--- config.mk ---
export PLATFORM = sky130hd
export DESIGN_NAME = star_coupler_config_register
export DESIGN_NICKNAME = d
export VERILOG_FILES = /design/src/core/star_coupler_config_register.v
export VERILOG_INCLUDE_DIRS = /design/src /design/src/core
export SDC_FILE = /design/constraint.sdc
export NUM_CORES = 1
export LEC_CHECK = 0
export ABC_AREA = 1
export BUFFER_PORTS_ARGS = -buffer_cell sky130_fd_sc_hd__buf_2
export CAP_MARGIN = 15
export CORE_MARGIN = 2
export CORE_UTILIZATION = 59
export DETAILED_ROUTE_END_ITERATION = 6
export PLACE_DENSITY = 0.78
export SLEW_MARGIN = 20
export SYNTH_ARGS = -nofsm -noshare
export SYNTH_HDL_FRONTEND = slang
export SYNTH_SLANG_ARGS = --single-unit
export TNS_END_PERCENT = 20
--- constraint.sdc ---
create_clock -name core_clk -period 2.14 [get_ports core_clk]
set_input_delay 0 -clock core_clk [delete_from_list [all_inputs] [get_ports core_clk]]
set_output_delay 0 -clock core_clk [all_outputs]
set_load 0.005 [all_outputs]
--- src/core/star_cfg_defines.vh ---
// Behaviour
// - Bit 11 enables autonomous error confinement, reset value 0.
// - With confinement on, transmit error in forwarding makes that branch quiet.
// - Bit 10 enables bus failure filter, reset 1; short pulses ignored.
// - Bits 9 and 8 enable wake-up detection on branch 1 and 2, reset 1.
// - Bit 5 enables controller port, reset 0; receive driver off while 0.
// - Bit 4 enables both star link ports, reset 1.
// - Bit 2 enables stuck-line detection on tx enable, link and branches, reset 1.
// - With detection on, any stuck condition raises the stuck-line interrupt flag.
// - Bit 1 enables status holding, reset 0; held until status register read; the code also releases the hold when live status returns to zero.
// - With holding off, status bits show live condition.
// - Bit 0 is read-only odd parity over the word.
// - Frames are 16 bits, MSB first, bits 15:13 hold the address.
// - Bit 12 clear writes bits 11:0; set means read only.
// - Configuration register has address 111.
`ifndef STAR_CFG_DEFINES_VH
`define STAR_CFG_DEFINES_VH
`define FRAME_BITS 16
`define ADDR_MSB 15
`define ADDR_LSB 13
`define RO_BIT 12
`define ADDR_CFG 3'h7
`define ADDR_GEN 3'h2
`define ADDR_BR1 3'h3
`define ADDR_BR2 3'h4
`define CFG_AEC 11
`define CFG_BFT 10
`define CFG_WUD1 9
`define CFG_WUD2 8
`define CFG_CC 5
`define CFG_LINK 4
`define CFG_STUCK 2
`define CFG_HOLD 1
`define CFG_RESET 12'h714
`define CFG_WMASK 12'hF36
`define FILTER_NS 3000
`define CLK_NS 100
`endif

--- src/core/star_coupler_config_register.v ---
`default_nettype none
`include "star_cfg_defines.vh"
module star_coupler_config_register #(
    parameter STAT_W = 12
) (
    input wire core_clk,
    input wire nrst,
    input wire sclk,
    input wire scsn,
    input wire sdi,
    output reg sdo,
    input wire [1:0] branch_tx_error_flag,
    input wire [1:0] branch_forwarding,
    input wire [1:0] branch_bus_raw,
    input wire [1:0] branch_wakeup_raw,
    input wire tx_enable_stuck_flag,
    input wire star_link_stuck_flag,
    input wire [1:0] branch_stuck_flag,
    input wire [STAT_W-1:0] gen_status_live,
    input wire [STAT_W-1:0] br1_status_live,
    input wire [STAT_W-1:0] br2_status_live,
    output reg [1:0] branch_quiet_state,
    output reg [1:0] bus_error_filtered,
    output reg [1:0] branch_wakeup_det,
    output reg controller_port_en,
    output reg rxd_driver_en,
    output reg star_link_port_en,
    output reg stuck_line_irq_flag,
    input wire stuck_irq_clear
);
// ------------------------------------------------------------
// Helpers
// ------------------------------------------------------------
localparam [15:0] FILT_CYC = `FILTER_NS / `CLK_NS;
localparam S_IDLE = 2'b01;
localparam S_SHIFT = 2'b10;
function odd_par;
    input [10:0] v;
    begin
        odd_par = ~(^v);
    end
endfunction
// ------------------------------------------------------------
// Synchronisers for pin inputs
// ------------------------------------------------------------
reg [2:0] s1_q, s2_q, s3_q;
reg [1:0] bus1_q, bus2_q;
always @(posedge core_clk or negedge nrst) begin
    if (!nrst) begin
        // Idle levels: select high, clock low, so no false edge after reset
        s1_q <= 3'h4;
        s2_q <= 3'h4;
        s3_q <= 3'h4;
        bus1_q <= 2'h0;
        bus2_q <= 2'h0;
    end else begin
        s1_q <= {scsn, sclk, sdi};
        s2_q <= s1_q;
        s3_q <= s2_q;
        bus1_q <= branch_bus_raw;
        bus2_q <= bus1_q;
    end
end
wire cs_n = s2_q[2];
wire sclk_rise = s2_q[1] & ~s3_q[1];
wire sclk_fall = ~s2_q[1] & s3_q[1];
wire cs_end = cs_n & ~s3_q[2];
// ------------------------------------------------------------
// SPI slave frame engine
// ------------------------------------------------------------
reg [1:0] st_q;
reg [4:0] cnt_q;
reg [15:0] rx_q;
reg [15:0] tx_q;
reg [11:0] cfg_q;
reg [STAT_W-1:0] gen_hold_q, br1_hold_q, br2_hold_q;
reg [2:0] held_q;
reg [2:0] rd_done_q;
wire [11:0] cfg_rd = {cfg_q[11:1], odd_par(cfg_q[11:1])};
reg [11:0] rd_word;
// Read data mux; held copies when holding is on
always @* begin
    case (rx_q[2:0])
        `ADDR_CFG: rd_word = cfg_rd;
        `ADDR_GEN: rd_word = cfg_q[`CFG_HOLD] ? gen_hold_q : gen_status_live;
        `ADDR_BR1: rd_word = cfg_q[`CFG_HOLD] ? br1_hold_q : br1_status_live;
        `ADDR_BR2: rd_word = cfg_q[`CFG_HOLD] ? br2_hold_q : br2_status_live;
        default: rd_word = 12'h000;
    endcase
end
// Sample on falling edge, shift on rising, MSB first
always @(posedge core_clk or negedge nrst) begin
    if (!nrst) begin
        st_q <= S_IDLE;
        cnt_q <= 5'h00;
        rx_q <= 16'h0000;
        tx_q <= 16'h0000;
        sdo <= 1'b0;
        cfg_q <= `CFG_RESET;
        rd_done_q <= 3'h0;
    end else begin
        rd_done_q <= 3'h0;
        case (st_q)
            S_IDLE: begin
                cnt_q <= 5'h00;
                if (!cs_n) begin
                    st_q <= S_SHIFT;
                    tx_q <= 16'h0000;
                    sdo <= 1'b0;
                end
            end
            S_SHIFT: begin
                if (sclk_fall && cnt_q < 5'h10) begin
                    rx_q <= {rx_q[14:0], s2_q[0]};
                    cnt_q <= cnt_q + 5'h01;
                    // Config word loaded here is overwritten by the clear below; rd_word loads on the next rise
                    if (cnt_q == 5'h02)
                        tx_q <= {1'b0, cfg_rd, 3'h0} | 16'h0000;
                end
                if (sclk_fall && cnt_q == 5'h02)
                    tx_q <= {4'h0, 12'h000};
                if (sclk_rise && cnt_q == 5'h03) begin
                    tx_q <= {rd_word, 4'h0};
                    sdo <= rd_word[11];
                end else if (sclk_rise && cnt_q > 5'h03) begin
                    sdo <= tx_q[14];
                    tx_q <= {tx_q[14:0], 1'b0};
                end else if (sclk_rise)
                    sdo <= 1'b0;
                if (cs_end) begin
                    st_q <= S_IDLE;
                    sdo <= 1'b0;
                    // Short frames are discarded; long frames keep their first 16 bits
                    if (cnt_q == 5'h10) begin
                        if (rx_q[`ADDR_MSB:`ADDR_LSB] == `ADDR_CFG && !rx_q[`RO_BIT])
                            cfg_q <= rx_q[11:0] & `CFG_WMASK;
                        case (rx_q[`ADDR_MSB:`ADDR_LSB])
                            `ADDR_GEN: rd_done_q <= 3'h1;
                            `ADDR_BR1: rd_done_q <= 3'h2;
                            `ADDR_BR2: rd_done_q <= 3'h4;
                            default: rd_done_q <= 3'h0;
                        endcase
                    end
                end
            end
            default: st_q <= S_IDLE;
        endcase
    end
end
// ------------------------------------------------------------
// Status holding: capture, then release on read
// ------------------------------------------------------------
always @(posedge core_clk or negedge nrst) begin
    if (!nrst) begin
        held_q <= 3'h0;
        gen_hold_q <= {STAT_W{1'b0}};
        br1_hold_q <= {STAT_W{1'b0}};
        br2_hold_q <= {STAT_W{1'b0}};
    end else begin
        // Frozen while held; read lets them follow live again
        if (!held_q[0] || rd_done_q[0] || !cfg_q[`CFG_HOLD])
            gen_hold_q <= gen_status_live;
        if (!held_q[1] || rd_done_q[1] || !cfg_q[`CFG_HOLD])
            br1_hold_q <= br1_status_live;
        if (!held_q[2] || rd_done_q[2] || !cfg_q[`CFG_HOLD])
            br2_hold_q <= br2_status_live;
        held_q[0] <= cfg_q[`CFG_HOLD] & (|gen_status_live) & ~rd_done_q[0];
        held_q[1] <= cfg_q[`CFG_HOLD] & (|br1_status_live) & ~rd_done_q[1];
        held_q[2] <= cfg_q[`CFG_HOLD] & (|br2_status_live) & ~rd_done_q[2];
    end
end
// ------------------------------------------------------------
// Bus failure filter per branch
// ------------------------------------------------------------
reg [15:0] filt_cnt_q [0:1];
integer i;
always @(posedge core_clk or negedge nrst) begin
    if (!nrst) begin
        filt_cnt_q[0] <= 16'h0000;
        filt_cnt_q[1] <= 16'h0000;
        bus_error_filtered <= 2'h0;
    end else begin
        for (i = 0; i < 2; i = i + 1) begin
            if (!cfg_q[`CFG_BFT]) begin
                bus_error_filtered[i] <= bus2_q[i];
                filt_cnt_q[i] <= 16'h0000;
            end else if (!bus2_q[i]) begin
                bus_error_filtered[i] <= 1'b0;
                filt_cnt_q[i] <= 16'h0000;
            end else if (filt_cnt_q[i] >= FILT_CYC - 16'h0001) begin
                bus_error_filtered[i] <= 1'b1;
            end else
                filt_cnt_q[i] <= filt_cnt_q[i] + 16'h0001;
        end
    end
end
// ------------------------------------------------------------
// Enables, quiet state and stuck-line flag
// ------------------------------------------------------------
wire stuck_any = tx_enable_stuck_flag | star_link_stuck_flag | (|branch_stuck_flag);
always @(posedge core_clk or negedge nrst) begin
    if (!nrst) begin
        branch_quiet_state <= 2'h0;
        branch_wakeup_det <= 2'h0;
        controller_port_en <= 1'b0;
        rxd_driver_en <= 1'b0;
        star_link_port_en <= 1'b1;
        stuck_line_irq_flag <= 1'b0;
    end else begin
        branch_quiet_state <= {2{cfg_q[`CFG_AEC]}} & branch_forwarding
                              & branch_tx_error_flag;
        branch_wakeup_det <= branch_wakeup_raw
                             & {cfg_q[`CFG_WUD2], cfg_q[`CFG_WUD1]};
        controller_port_en <= cfg_q[`CFG_CC];
        rxd_driver_en <= cfg_q[`CFG_CC];
        star_link_port_en <= cfg_q[`CFG_LINK];
        // Set beats clear in the same cycle
        if (cfg_q[`CFG_STUCK] && stuck_any)
            stuck_line_irq_flag <= 1'b1;
        else if (stuck_irq_clear)
            stuck_line_irq_flag <= 1'b0;
    end
end
endmodule // star_coupler_config_register
`default_nettype wire

==> results.rst, run 1 <==
.. list-table::
   :header-rows: 1

   * - Metric
     - Value
   * - CP Depth
     - 6
   * - Final estimated routing congestion in global placement
     - 0.854
   * - Gate Count Post-Synth
     - 785
   * - Cell-by-cell trace of the critical path
     - buf_12 -> inv_1 -> nor2_1 -> nand2_1 -> nor2_1 -> a21oi_1
   * - Routed WL
     - 15300 µm
   * - Crit path DAT
     - 2.21 ns
   * - Most common cell in the synthesized netlist
     - sky130_fd_sc_hd__nand2_1
   * - Power share of the clock group
     - 0.479
   * - Crit Path Category
     - reg -> reg
   * - Die Footprint
     - 11900 µm²
   * - Count of buffers from port buffering
     - 64
   * - Switching power as a share of total power
     - 0.236
   * - Most frequently used flop master after synthesis
     - sky130_fd_sc_hd__dfrtp_1
   * - Transition time of the tightest slew-check pin
     - 0.756 ns
   * - Top area cells in the synthesized netlist
     - sky130_fd_sc_hd__dfrtp_1 50%, sky130_fd_sc_hd__nand2_1 9.9%, sky130_fd_sc_hd__inv_1 7.2%
   * - Cell type group with the largest total delay on the critical path
     - simple AND/OR/NAND/NOR gates
   * - Area growth syn-to-layout
     - 24.0%
   * - Sequential cell area fraction in the yosys report
     - 0.538
   * - Number of antenna violations at the first check in global routing
     - 0
   * - IO Pins
     - 65
   * - Global-route wire length before repair
     - 25900 µm
   * - Die Y-Extent
     - 109 µm
   * - Maximum frequency from static timing analysis
     - 548 MHz
   * - Worst path bufs/invs
     - 2
   * - Share of power burned in registers
     - 0.446
   * - Unrepaired setup endpoints after global routing
     - false
   * - Count of endpoints failing setup in the final report
     - 0
   * - Count of max-cap constraint violations
     - 0
   * - Sort of element at the start of the critical path
     - flop
   * - Top-area cell type share of the netlist area
     - 0.497
   * - Chip width
     - 109 µm
   * - Effective utilization at floorplan
     - 0.601
   * - R2r worst-path depth
     - 6
   * - Largest net degree at the start of global routing
     - 62
   * - Proportion of power drawn by combinational gates
     - 0.075
   * - Dominant cell type by area after synthesis
     - sky130_fd_sc_hd__dfrtp_1
   * - Top cell types by occurrence after synthesis
     - 171 x sky130_fd_sc_hd__nand2_1, 129 x sky130_fd_sc_hd__dfrtp_1, 124 x sky130_fd_sc_hd__inv_1, 79 x sky130_fd_sc_hd__nor2_1, 72 x sky130_fd_sc_hd__o21ai_0
   * - Antenna Diode Count
     - 0
   * - DRT antenna net count
     - 0
   * - Internal power consumption
     - 4.71 mW
   * - Count of distinct cell types in the synthesized netlist
     - 40
   * - Post-cts resize count
     - 0
   * - Post-synthesis net count
     - 848
   * - Max-slew headroom
     - 0.495
   * - Yosys Warn Count
     - 0
   * - Wire length per cell after detailed routing
     - 14.5 µm
   * - Cell area after synthesis
     - 6490 µm²
   * - Crit path capture type
     - flop
   * - Final hold slack
     - 0.0135 ns
   * - Count of vias placed by the detailed router
     - 5566
   * - Clock transition time at the flip-flop clock pins of the worst setup and hold paths
     - 0.06 ns
   * - Accumulated negative setup slack
     - 0 ns
   * - Clk buf depth
     - 2
   * - H-tree depth reported by CTS
     - 4
   * - Hold/Removal Path Class
     - in -> async
   * - Switch Pwr
     - 1.46 mW
   * - Leakage Power
     - 3.78 nW
   * - TritonCTS Sinks
     - 139
   * - Post-detailed-route DRC marker count
     - 0
   * - Async set or reset register ratio after synthesis
     - 1.00
   * - Worst path required time
     - 2.53 ns
   * - Root Buffer Master
     - sky130_fd_sc_hd__clkbuf_8
   * - Crit-path max FO
     - 50
   * - Number of enable-type register cells in the synthesized netlist
     - 0
   * - Slew Limit Fails
     - 0
   * - Total clock buffers created by CTS
     - 17
   * - Final Hold Viols
     - 0
   * - Clock insertion delay at the later pin of the skew report
     - 0.54 ns
   * - Number of synthesized register bits
     - 139
   * - Fraction of final layout cells with drive strength greater than 1
     - 0.152
   * - Number of post-CTS setup repair buffers
     - 0
   * - Cell with the biggest individual delay on the critical path
     - sky130_fd_sc_hd__nand2_1
   * - Number of standard-cell rows in the floorplan
     - 38
   * - Average cell area after synthesis
     - 8.27 µm²
   * - Via count of the first global-routing pass
     - 5629
   * - Longest individual stage delay on the worst path
     - 0.44 ns
   * - Portion of the clock cycle consumed by the worst path in the final layout
     - 0.853
   * - TritonRoute pass-1 iters
     - 6
   * - Setup slack on the worst flop-to-flop path
     - 0.32 ns
   * - Total power density per cell area
     - 767 nW/µm²
   * - Worst voltage drop across the vdd grid
     - 0.000621 V
   * - Vias/cell
     - 5.28
   * - Worst clock skew on the final layout
     - 0.00692 ns
   * - Outcome
     - completed
   * - GR Util All Layers
     - 0.285
   * - Clock tree from TritonCTS
     - built
   * - Initial DRC count
     - 454
   * - Layout Nets
     - 965
   * - Library cell appearing most often on the critical path
     - sky130_fd_sc_hd__nor2_1
   * - HPWL after detailed placement
     - 10100 µm
   * - Gr ovfl total
     - 0
   * - Min cycle time layout
     - 1.82 ns
   * - Core region area
     - 10800 µm²
==> cells by family after synthesis <==
family / synth area share
flops: 0.538
buf+inv: 0.0950
mux: 0.00347
fa+ha+maj: 0.0174
compound gates: 0.129
xor+xnor: 0.00135
simple gates: 0.216
==> repair_timing <==
item | 4_1_cts | 5_1_grt
hold buffers | 50 | 0
endpoints found under the hold margin | 183 | 0
endpoints found under the setup margin | 0 | 0
==> flip-flops by register name (all words and copies together) (netlist names), 3 cells and up <==
name,flops
rx_q,16
rd_done_q,3
filt_cnt_q,32
s2_q,3
s1_q,3
held_q,3
br1_hold_q,12
tx_q,12
gen_hold_q,12
br2_hold_q,12
cfg_q,8
cnt_q,5
==> worst reg2reg max path: stages (launching register included) <==
cell and delay (ns):
sky130_fd_sc_hd__dfrtp_2 0.39, sky130_fd_sc_hd__buf_12 0.22, sky130_fd_sc_hd__inv_1 0.15, sky130_fd_sc_hd__nor2_1 0.13, sky130_fd_sc_hd__nand2_1 0.44, sky130_fd_sc_hd__nor2_1 0.28, sky130_fd_sc_hd__a21oi_1 0.07
==> through the flow <==
stage	utilization	cells	instance area [µm²]	setup slack (ns)	power, mW
global placement	0.644	973	6950	0.462	3.17
detailed placement	0.644	973	6950	0.359	3.19
floorplan	-	785	6490	0.661	3.00
global route	0.746	1055	8050	0.157	6.38
finish	0.746	1055	8050	0.316	6.17
CTS	0.746	1055	8050	0.325	6.19
==> worst paths after layout <==
check | startpoint | to
max | cfg_q[1]$_DFFE_PN0P_ | br1_hold_q[4]$_DFFE_PN0P_
min | nrst | filt_cnt_q[27]$_DFFE_PN0P_
max reg2reg | cfg_q[1]$_DFFE_PN0P_ | br1_hold_q[4]$_DFFE_PN0P_
min reg2reg | s1_q[1]$_DFF_PN0_ | s2_q[1]$_DFF_PN0_
max in group asynchronous | nrst | s1_q[2]$_DFF_PN1_
min in group core_clk | sdi | s1_q[0]$_DFF_PN0_
==> power by group through the flow <==
stage               registers, mW  logic [mW]  clock network [mW]
finish                       2.76       0.464                2.95
global route                 2.76       0.522                3.09
CTS                          2.76       0.459                2.97
detailed placement           2.80       0.390                   0
global placement             2.80       0.378                   0
floorplan                    2.79       0.213                   0
==> metal layers <==
metal | routed length, µm | part of all wire | vias to the layer above | GRT usage
met1 | 6760 | 0.44 | 2656 | 0.366
met3 | 634 | 0.041 | 25 | 0.0526
met5 | 0 | 0 | - | 0
met4 | 242 | 0.016 | 0 | 0.107
li1 | - | - | 2723 | -
met2 | 7670 | 0.50 | 162 | 0.483
==> cells in the final DEF, fill, tap and decap left out, types with 3 or more instances in the layout <==
master,netlist,routed
sky130_fd_sc_hd__nand2_1,171,171
sky130_fd_sc_hd__dfrtp_1,129,128
sky130_fd_sc_hd__inv_1,124,124
sky130_fd_sc_hd__nor2_1,79,79
sky130_fd_sc_hd__o21ai_0,72,72
sky130_fd_sc_hd__buf_2,10,63
sky130_fd_sc_hd__dlygate4sd3_1,0,50
sky130_fd_sc_hd__a21oi_1,48,48
sky130_fd_sc_hd__nand3_1,29,29
sky130_fd_sc_hd__o21ai_1,19,19
sky130_fd_sc_hd__clkbuf_16,0,16
sky130_fd_sc_hd__nand4_1,13,13
sky130_fd_sc_hd__dfstp_2,10,10
sky130_fd_sc_hd__ha_1,9,9
sky130_fd_sc_hd__nor3_1,8,8
sky130_fd_sc_hd__inv_2,7,7
sky130_fd_sc_hd__nor4_1,7,7
sky130_fd_sc_hd__buf_4,4,6
sky130_fd_sc_hd__clkinv_2,0,5
sky130_fd_sc_hd__a22oi_1,4,4
sky130_fd_sc_hd__nand3_2,4,4
sky130_fd_sc_hd__clkbuf_8,0,3
sky130_fd_sc_hd__bufinv_16,0,3
==> cell type report <==
class | count | area, µm²
Clock inverter | 12 | 148
Fill cell | 746 | 2750
Inverter | 131 | 492
Multi-Input combinational cell | 491 | 2380
Sequential cell | 139 | 3490
Clock buffer | 20 | 445
Timing Repair Buffer | 122 | 912
Tap cell | 140 | 175
No activity file was read; power rests on OpenSTA's default activity.
==> run 2: changes to the inputs <==
--- a/config.mk
+++ b/config.mk
@@ -13,6 +13,7 @@
 export CORE_UTILIZATION = 59
 export DETAILED_ROUTE_END_ITERATION = 6
 export PLACE_DENSITY = 0.78
+export RECOVER_POWER = 100
 export SLEW_MARGIN = 20
 export SYNTH_ARGS = -nofsm -noshare
 export SYNTH_HDL_FRONTEND = slang
==> results.rst, run 2 (same netlist as run 1, synthesis figures left out) <==
.. list-table::
   :header-rows: 1

   * - Metric
     - Value
   * - Wire length per cell after detailed routing
     - 14.5 µm (+0.10%)
   * - Via count of the first global-routing pass
     - 5629 (unchanged)
   * - Routed WL
     - 15300 µm (+0.10%)
   * - Vias/cell
     - 5.32 (+0.92%)
   * - GR Util All Layers
     - 0.285 (unchanged)
   * - Crit Path Category
     - reg -> reg
   * - Chip width
     - 109 µm (unchanged)
   * - Final worst setup slack
     - 0.239 ns (-0.0763 ns)
   * - Commonest non-fill, non-tap cells in the layout
     - 171 x sky130_fd_sc_hd__nand2_1, 128 x sky130_fd_sc_hd__dfrtp_1, 125 x sky130_fd_sc_hd__inv_1
   * - Registers with the highest flip-flop counts
     - filt_cnt_q (32), rx_q (16)
   * - Clk buf depth
     - 2 (unchanged)
   * - Leading cell type in the layout, fill and taps excluded
     - sky130_fd_sc_hd__nand2_1
   * - Core region area
     - 10800 µm² (unchanged)
   * - Accumulated negative setup slack
     - 0 ns (unchanged)
   * - Initial DRC count
     - 545 (+20%)
   * - Worst path required time
     - 2.54 ns (about the same)
   * - Worst slack at placement
     - 0.359 ns (unchanged)
   * - Top register by number of flip-flops
     - filt_cnt_q
   * - Count of endpoints failing setup in the final report
     - 0 (unchanged)
   * - Clock transition time at the flip-flop clock pins of the worst setup and hold paths
     - 0.06 ns (about the same)
   * - Outcome
     - finished with violations
   * - Fill cells
     - 756 (+1.3%)
   * - Number of antenna violations at the first check in global routing
     - 0 (unchanged)
   * - Total clock buffers created by CTS
     - 17 (unchanged)
   * - Worst clock skew on the final layout
     - 0.00683 ns (-0.0000904 ns)
   * - Transition time of the tightest slew-check pin
     - 1.55 ns (+0.791 ns)
   * - Crit-path max FO
     - 10 (-80%)
   * - Min cycle time layout
     - 1.90 ns (+0.0763 ns)
   * - TritonRoute pass-1 iters
     - 6 (unchanged)
   * - Crit path DAT
     - 2.30 ns (+0.09 ns)
   * - Clock tree from TritonCTS
     - built
   * - Gr ovfl total
     - 0 (unchanged)
   * - Final Hold Viols
     - 0 (unchanged)
   * - Leakage Power
     - 3.75 nW (-0.78%)
   * - HPWL after detailed placement
     - 10100 µm (unchanged)
   * - Final estimated routing congestion in global placement
     - 0.854 (unchanged)
   * - Sort of element at the start of the critical path
     - flop
   * - TritonCTS Sinks
     - 139 (unchanged)
   * - Post-route total power
     - 6.16 mW (-0.15%)
   * - Count of max-cap constraint violations
     - 1 (+1)
   * - Count of vias placed by the detailed router
     - 5617 (+0.92%)
   * - Worst voltage drop across the vdd grid
     - 0.000624 V (+0.45%)
   * - Total power density per cell area
     - 771 nW/µm² (+0.42%)
   * - Count of buffers from port buffering
     - 64 (unchanged)
   * - Die Y-Extent
     - 109 µm (unchanged)
   * - Antenna Diode Count
     - 0 (unchanged)
   * - Maximum frequency from static timing analysis
     - 526 MHz (-4.0%)
   * - Layout Nets
     - 965 (unchanged)
   * - Root Buffer Master
     - sky130_fd_sc_hd__clkbuf_8
   * - Fraction of final layout cells with drive strength greater than 1
     - 0.134 (-0.0175)
   * - Unrepaired setup endpoints after global routing
     - false
   * - Crit path capture type
     - flop
   * - Clock insertion delay at the later pin of the skew report
     - 0.53 ns (about the same)
   * - Failing checks
     - capacitance limit, slew limit
   * - H-tree depth reported by CTS
     - 4 (unchanged)
   * - Hold/Removal Path Class
     - in -> reg
   * - Global-route wire length before repair
     - 25900 µm (unchanged)
   * - Area growth syn-to-layout
     - 23.3%
   * - Die Footprint
     - 11900 µm² (unchanged)
   * - Post-cts resize count
     - 0 (unchanged)
   * - DRT antenna net count
     - 0 (unchanged)
   * - Slew Limit Fails
     - 62 (+62)
   * - IO Pins
     - 65 (unchanged)
   * - Number of standard-cell rows in the floorplan
     - 38 (unchanged)
   * - Max-slew headroom
     - -0.0312 (-0.526)
   * - Number of flip-flops under the largest register name
     - 32 (unchanged)
   * - Post-detailed-route DRC marker count
     - 0 (unchanged)
   * - Effective utilization at floorplan
     - 0.601 (unchanged)
   * - Largest net degree at the start of global routing
     - 62 (unchanged)
   * - Portion of the clock cycle consumed by the worst path in the final layout
     - 0.888 (+0.0356)
[run 2: cell types whose count changed in the layout (fill, tap and decap cells not counted), moves of 3 or more]
cell and change:
sky130_fd_sc_hd__o21ai_0 +13, sky130_fd_sc_hd__o21ai_1 -13, sky130_fd_sc_hd__dfstp_1 +7, sky130_fd_sc_hd__dfstp_2 -7
sky130_fd_sc_hd__buf_2 -6, sky130_fd_sc_hd__clkbuf_1 +6, sky130_fd_sc_hd__clkbuf_2 +4, sky130_fd_sc_hd__buf_4 -3
[run 2: final cells by class]
cell class / count / area, µm² / area share
flip-flops and latches: 139 / 3490 / 0.437
inverters: 131 / 492 / 0.0615
clock buffers: 20 / 445 / 0.0557
multi-input cells: 491 / 2370 / 0.296
repair buffers: 122 / 882 / 0.110
clock inverters: 12 / 148 / 0.0185
well taps: 140 / 175 / 0.0219
[run 2: repair_timing]
action / 4_1_cts / 5_1_grt
hold buffers: 50 / 0
setup endpoints to repair: 0 / 0
endpoints found under the hold margin: 183 / 0
buffers inserted: 0 / 0
[run 2: stage by stage]
step,hold slack [ns],instance area [µm²],utilization,std cells
2_1_floorplan,-0.296,6490,-,785
3_3_place_gp,0.0126,6950,0.644,973
3_5_place_dp,0.0116,6950,0.644,973
4_1_cts,0.0176,8050,0.746,1055
5_1_grt,0.0906,8000,0.741,1055
6_report,0.105,8000,0.741,1055
[run 2: worst paths after layout]
kind                                      start                          to  slack, ns  cells past startpoint
max                        cnt_q[0]$_DFFE_PN0P_        tx_q[12]$_DFFE_PN0P_       0.24                      7
min                                         sdi           s1_q[0]$_DFF_PN0_       0.11                      2
max reg2reg                cnt_q[0]$_DFFE_PN0P_        tx_q[12]$_DFFE_PN0P_       0.24                      7
min reg2reg                   s1_q[1]$_DFF_PN0_           s2_q[1]$_DFF_PN0_       0.35                      0
max in group asynchronous                  nrst   br1_hold_q[9]$_DFFE_PN0P_       0.54                      3
min in group asynchronous                  nrst  filt_cnt_q[22]$_DFFE_PN0P_       0.39                      2
[run 2: critical path: stages (launching register included)]
cell and delay, ns:
sky130_fd_sc_hd__dfrtp_1 0.43, sky130_fd_sc_hd__ha_1 0.28, sky130_fd_sc_hd__o21ai_2 0.26, sky130_fd_sc_hd__nand2_2 0.13, sky130_fd_sc_hd__nand4_1 0.13, sky130_fd_sc_hd__nand2_1 0.13, sky130_fd_sc_hd__inv_1 0.25, sky130_fd_sc_hd__o21ai_0 0.15
[run 2: power breakdown]
group | total [mW] | switching [mW] | internal (mW)
Combinational | 0.455 | 0.278 | 0.177
Clock | 2.96 | 1.13 | 1.83
Sequential | 2.75 | 0.0510 | 2.70
Total | 6.16 | 1.46 | 4.71
[run 2: metal layers]
layer,up-vias,wire length [µm],GRT usage
met2,181,7650,0.483
met5,-,0,0
met3,25,728,0.0526
li1,2722,-,-
met1,2689,6690,0.366
met4,0,252,0.107
==> run 3: changes to the inputs <==
--- a/config.mk
+++ b/config.mk
@@ -10,9 +10,10 @@
 export BUFFER_PORTS_ARGS = -buffer_cell sky130_fd_sc_hd__buf_2
 export CAP_MARGIN = 15
 export CORE_MARGIN = 2
-export CORE_UTILIZATION = 59
+export CORE_UTILIZATION = 60
 export DETAILED_ROUTE_END_ITERATION = 6
-export PLACE_DENSITY = 0.78
+export HOLD_SLACK_MARGIN = 0.03
+export PLACE_DENSITY = 0.79
 export RECOVER_POWER = 100
 export SLEW_MARGIN = 20
 export SYNTH_ARGS = -nofsm -noshare
==> constraint.sdc (replaced) <==
create_clock -name core_clk -period 2.3 [get_ports core_clk]
set_input_delay 0 -clock core_clk [delete_from_list [all_inputs] [get_ports core_clk]]
set_output_delay 0 -clock core_clk [all_outputs]
set_load 0.005 [all_outputs]
==> results.rst, run 3 (same netlist as run 1, synthesis figures left out) <==
.. list-table::
   :header-rows: 1

   * - Metric
     - Value
   * - Post-route total power
     - 5.60 mW (-9.2%)
   * - Worst clock skew on the final layout
     - 0.00719 ns (+0.000353 ns)
   * - Worst path bufs/invs
     - 1 (unchanged)
   * - Clock tree from TritonCTS
     - built
   * - Number of post-CTS setup repair buffers
     - 0 (unchanged)
   * - Initial DRC count
     - 505 (-7.3%)
   * - Registers with the highest flip-flop counts
     - filt_cnt_q (32), rx_q (16)
   * - H-tree depth reported by CTS
     - 4 (unchanged)
   * - Global-route wire length before repair
     - 26500 µm (+2.6%)
   * - Transition time of the tightest slew-check pin
     - 0.791 ns (-0.756 ns)
   * - Total power density per cell area
     - 703 nW/µm² (-8.8%)
   * - Wire length per cell after detailed routing
     - 15.3 µm (+5.2%)
   * - Layout Nets
     - 964 (-0.10%)
   * - Chip width
     - 108 µm (-0.81%)
   * - TritonCTS Sinks
     - 139 (unchanged)
   * - Accumulated negative setup slack
     - 0 ns (unchanged)
   * - Leakage Power
     - 3.71 nW (-1.1%)
   * - Root Buffer Master
     - sky130_fd_sc_hd__clkbuf_8
   * - Post-detailed-route DRC marker count
     - 0 (unchanged)
   * - Die Y-Extent
     - 108 µm (-0.81%)
   * - HPWL after detailed placement
     - 10400 µm (+3.1%)
   * - Worst voltage drop across the vdd grid
     - 0.000838 V (+34%)
   * - Number of antenna violations at the first check in global routing
     - 0 (unchanged)
   * - GR Util All Layers
     - 0.298 (+0.0130)
   * - Gr ovfl total
     - 0 (unchanged)
   * - Cell type group with the largest total delay on the critical path
     - simple AND/OR/NAND/NOR gates
   * - Commonest non-fill, non-tap cells in the layout
     - 172 x sky130_fd_sc_hd__nand2_1, 128 x sky130_fd_sc_hd__dfrtp_1, 125 x sky130_fd_sc_hd__inv_1
   * - Crit path capture type
     - flop
   * - Outcome
     - completed
   * - Count of vias placed by the detailed router
     - 5707 (+1.6%)
   * - Final core utilization
     - 0.765 (+0.0240)
   * - Max-slew headroom
     - 0.473 (+0.504)
   * - Fraction of final layout cells with drive strength greater than 1
     - 0.127 (-0.00751)
   * - Worst slack at placement
     - 0.485 ns (+0.126 ns)
   * - Cell-by-cell trace of the critical path
     - nor2_1 -> inv_2 -> nor3_1 -> nand3_2 -> nand2_1 -> o21ai_0
   * - Number of standard-cell rows in the floorplan
     - 37 (-2.6%)
   * - Count of max-cap constraint violations
     - 0 (-1)
   * - Clock transition time at the flip-flop clock pins of the worst setup and hold paths
     - 0.06 ns (about the same)
   * - Longest individual stage delay on the worst path
     - 0.48 ns (+0.05 ns)
   * - Unrepaired setup endpoints after global routing
     - false
   * - Min cycle time layout
     - 1.93 ns (+0.0333 ns)
   * - Cell with the biggest individual delay on the critical path
     - sky130_fd_sc_hd__nor2_1
   * - DRT antenna net count
     - 0 (unchanged)
   * - Effective utilization at floorplan
     - 0.623 (+0.0217)
   * - Vias/cell
     - 5.44 (+2.1%)
   * - Count of endpoints failing setup in the final report
     - 0 (unchanged)
   * - IO Pins
     - 65 (unchanged)
   * - Clk buf depth
     - 2 (unchanged)
   * - Top register by number of flip-flops
     - filt_cnt_q
   * - Final Hold Viols
     - 0 (unchanged)
   * - Routed WL
     - 16000 µm (+4.7%)
   * - Maximum frequency from static timing analysis
     - 517 MHz (-1.7%)
   * - Area growth syn-to-layout
     - 22.8%
   * - Via count of the first global-routing pass
     - 5760 (+2.3%)
   * - DRT met1 WL
     - 6620 µm (-1.1%)
   * - Worst path required time
     - 2.71 ns (+0.17 ns)
   * - Portion of the clock cycle consumed by the worst path in the final layout
     - 0.841 (-0.0473)
   * - Largest net degree at the start of global routing
     - 80 (+29%)
   * - Hold/Removal Path Class
     - in -> async
   * - Crit-path max FO
     - 16 (+6)
   * - Crit Path Category
     - reg -> reg
   * - Fill cells
     - 710 (-6.1%)
   * - Die Footprint
     - 11700 µm² (-1.6%)
   * - Antenna Diode Count
     - 0 (unchanged)
   * - Final worst setup slack
     - 0.366 ns (+0.127 ns)
   * - Crit path DAT
     - 2.34 ns (+0.04 ns)
   * - Sort of element at the start of the critical path
     - flop
   * - Count of buffers from port buffering
     - 64 (unchanged)
   * - Met2 routed wirelength
     - 8150 µm (+6.6%)
   * - Core region area
     - 10400 µm² (-3.5%)
   * - Slew Limit Fails
     - 0 (-100%)
   * - Final estimated routing congestion in global placement
     - 0.928 (+8.7%)
   * - Number of flip-flops under the largest register name
     - 32 (unchanged)
   * - Leading cell type in the layout, fill and taps excluded
     - sky130_fd_sc_hd__nand2_1
   * - TritonRoute pass-1 iters
     - 6 (unchanged)
   * - Amount of wire on met3 after detailed routing
     - 830 µm (+14%)
   * - Total clock buffers created by CTS
     - 17 (unchanged)
   * - Clock insertion delay at the later pin of the skew report
     - 0.54 ns (about the same)
   * - Highest routed layer
     - met4
## run 3: what timing repair did
action                                  CTS  global route
endpoints found under the setup margin    0             0
hold buffers                             50             0
resized for setup                         0             0
hold endpoints to repair                182             0
## run 3: path summary, 6_finish.rpt
check | startpoint | end | slack (ns) | cells after the start
setup reg to reg | st_q[0]$_DFFE_PN1P_ | cfg_q[5]$_DFFE_PN0P_ | 0.37 | 6
max in group asynchronous | nrst | st_q[1]$_DFFE_PN0P_ | 0.97 | 3
setup / recovery | st_q[0]$_DFFE_PN1P_ | cfg_q[5]$_DFFE_PN0P_ | 0.37 | 6
hold reg to reg | bus1_q[0]$_DFF_PN0_ | bus2_q[0]$_DFF_PN0_ | 0.35 | 0
hold / removal | nrst | gen_hold_q[6]$_DFFE_PN0P_ | 0.07 | 2
min in group core_clk | branch_bus_raw[0] | bus1_q[0]$_DFF_PN0_ | 0.10 | 2
## run 3: cell type report
| type | count | area, µm² | area share |
|---|---|---|---|
| clock buffers | 20 | 445 | 0.0559 |
| well taps | 136 | 170 | 0.0213 |
| multi-input cells | 491 | 2360 | 0.297 |
| repair buffers | 121 | 885 | 0.111 |
| inverters | 131 | 492 | 0.0617 |
| clock inverters | 12 | 123 | 0.0154 |
| flip-flops and latches | 139 | 3490 | 0.438 |
## run 3: where the power goes
group | switching (mW) | internal [mW]
clock | 1.03 | 1.59
combinational | 0.261 | 0.165
sequential | 0.0458 | 2.51
## run 3: per-stage QoR
| stage | std cells | hold slack, ns | area [µm²] |
|---|---|---|---|
| 2_1_floorplan | 785 | -0.296 | 6490 |
| 3_3_place_gp | 968 | 0.0858 | 6950 |
| 3_5_place_dp | 968 | 0.0976 | 6950 |
| 4_1_cts | 1050 | 0.0799 | 8020 |
| 5_1_grt | 1050 | 0.0920 | 7970 |
| 6_report | 1050 | 0.0727 | 7970 |
## run 3: worst register-to-register path, cell delays in order, from the launching register on
cell,delay [ns]
sky130_fd_sc_hd__dfstp_1,0.36
sky130_fd_sc_hd__nor2_1,0.48
sky130_fd_sc_hd__inv_2,0.17
sky130_fd_sc_hd__nor3_1,0.21
sky130_fd_sc_hd__nand3_2,0.34
sky130_fd_sc_hd__nand2_1,0.15
sky130_fd_sc_hd__o21ai_0,0.10
## run 3: layer usage
metal,GRT usage,up-vias
met5,0,-
met4,0.123,0
met3,0.0735,55
met2,0.519,212
met1,0.355,2720
li1,-,2720
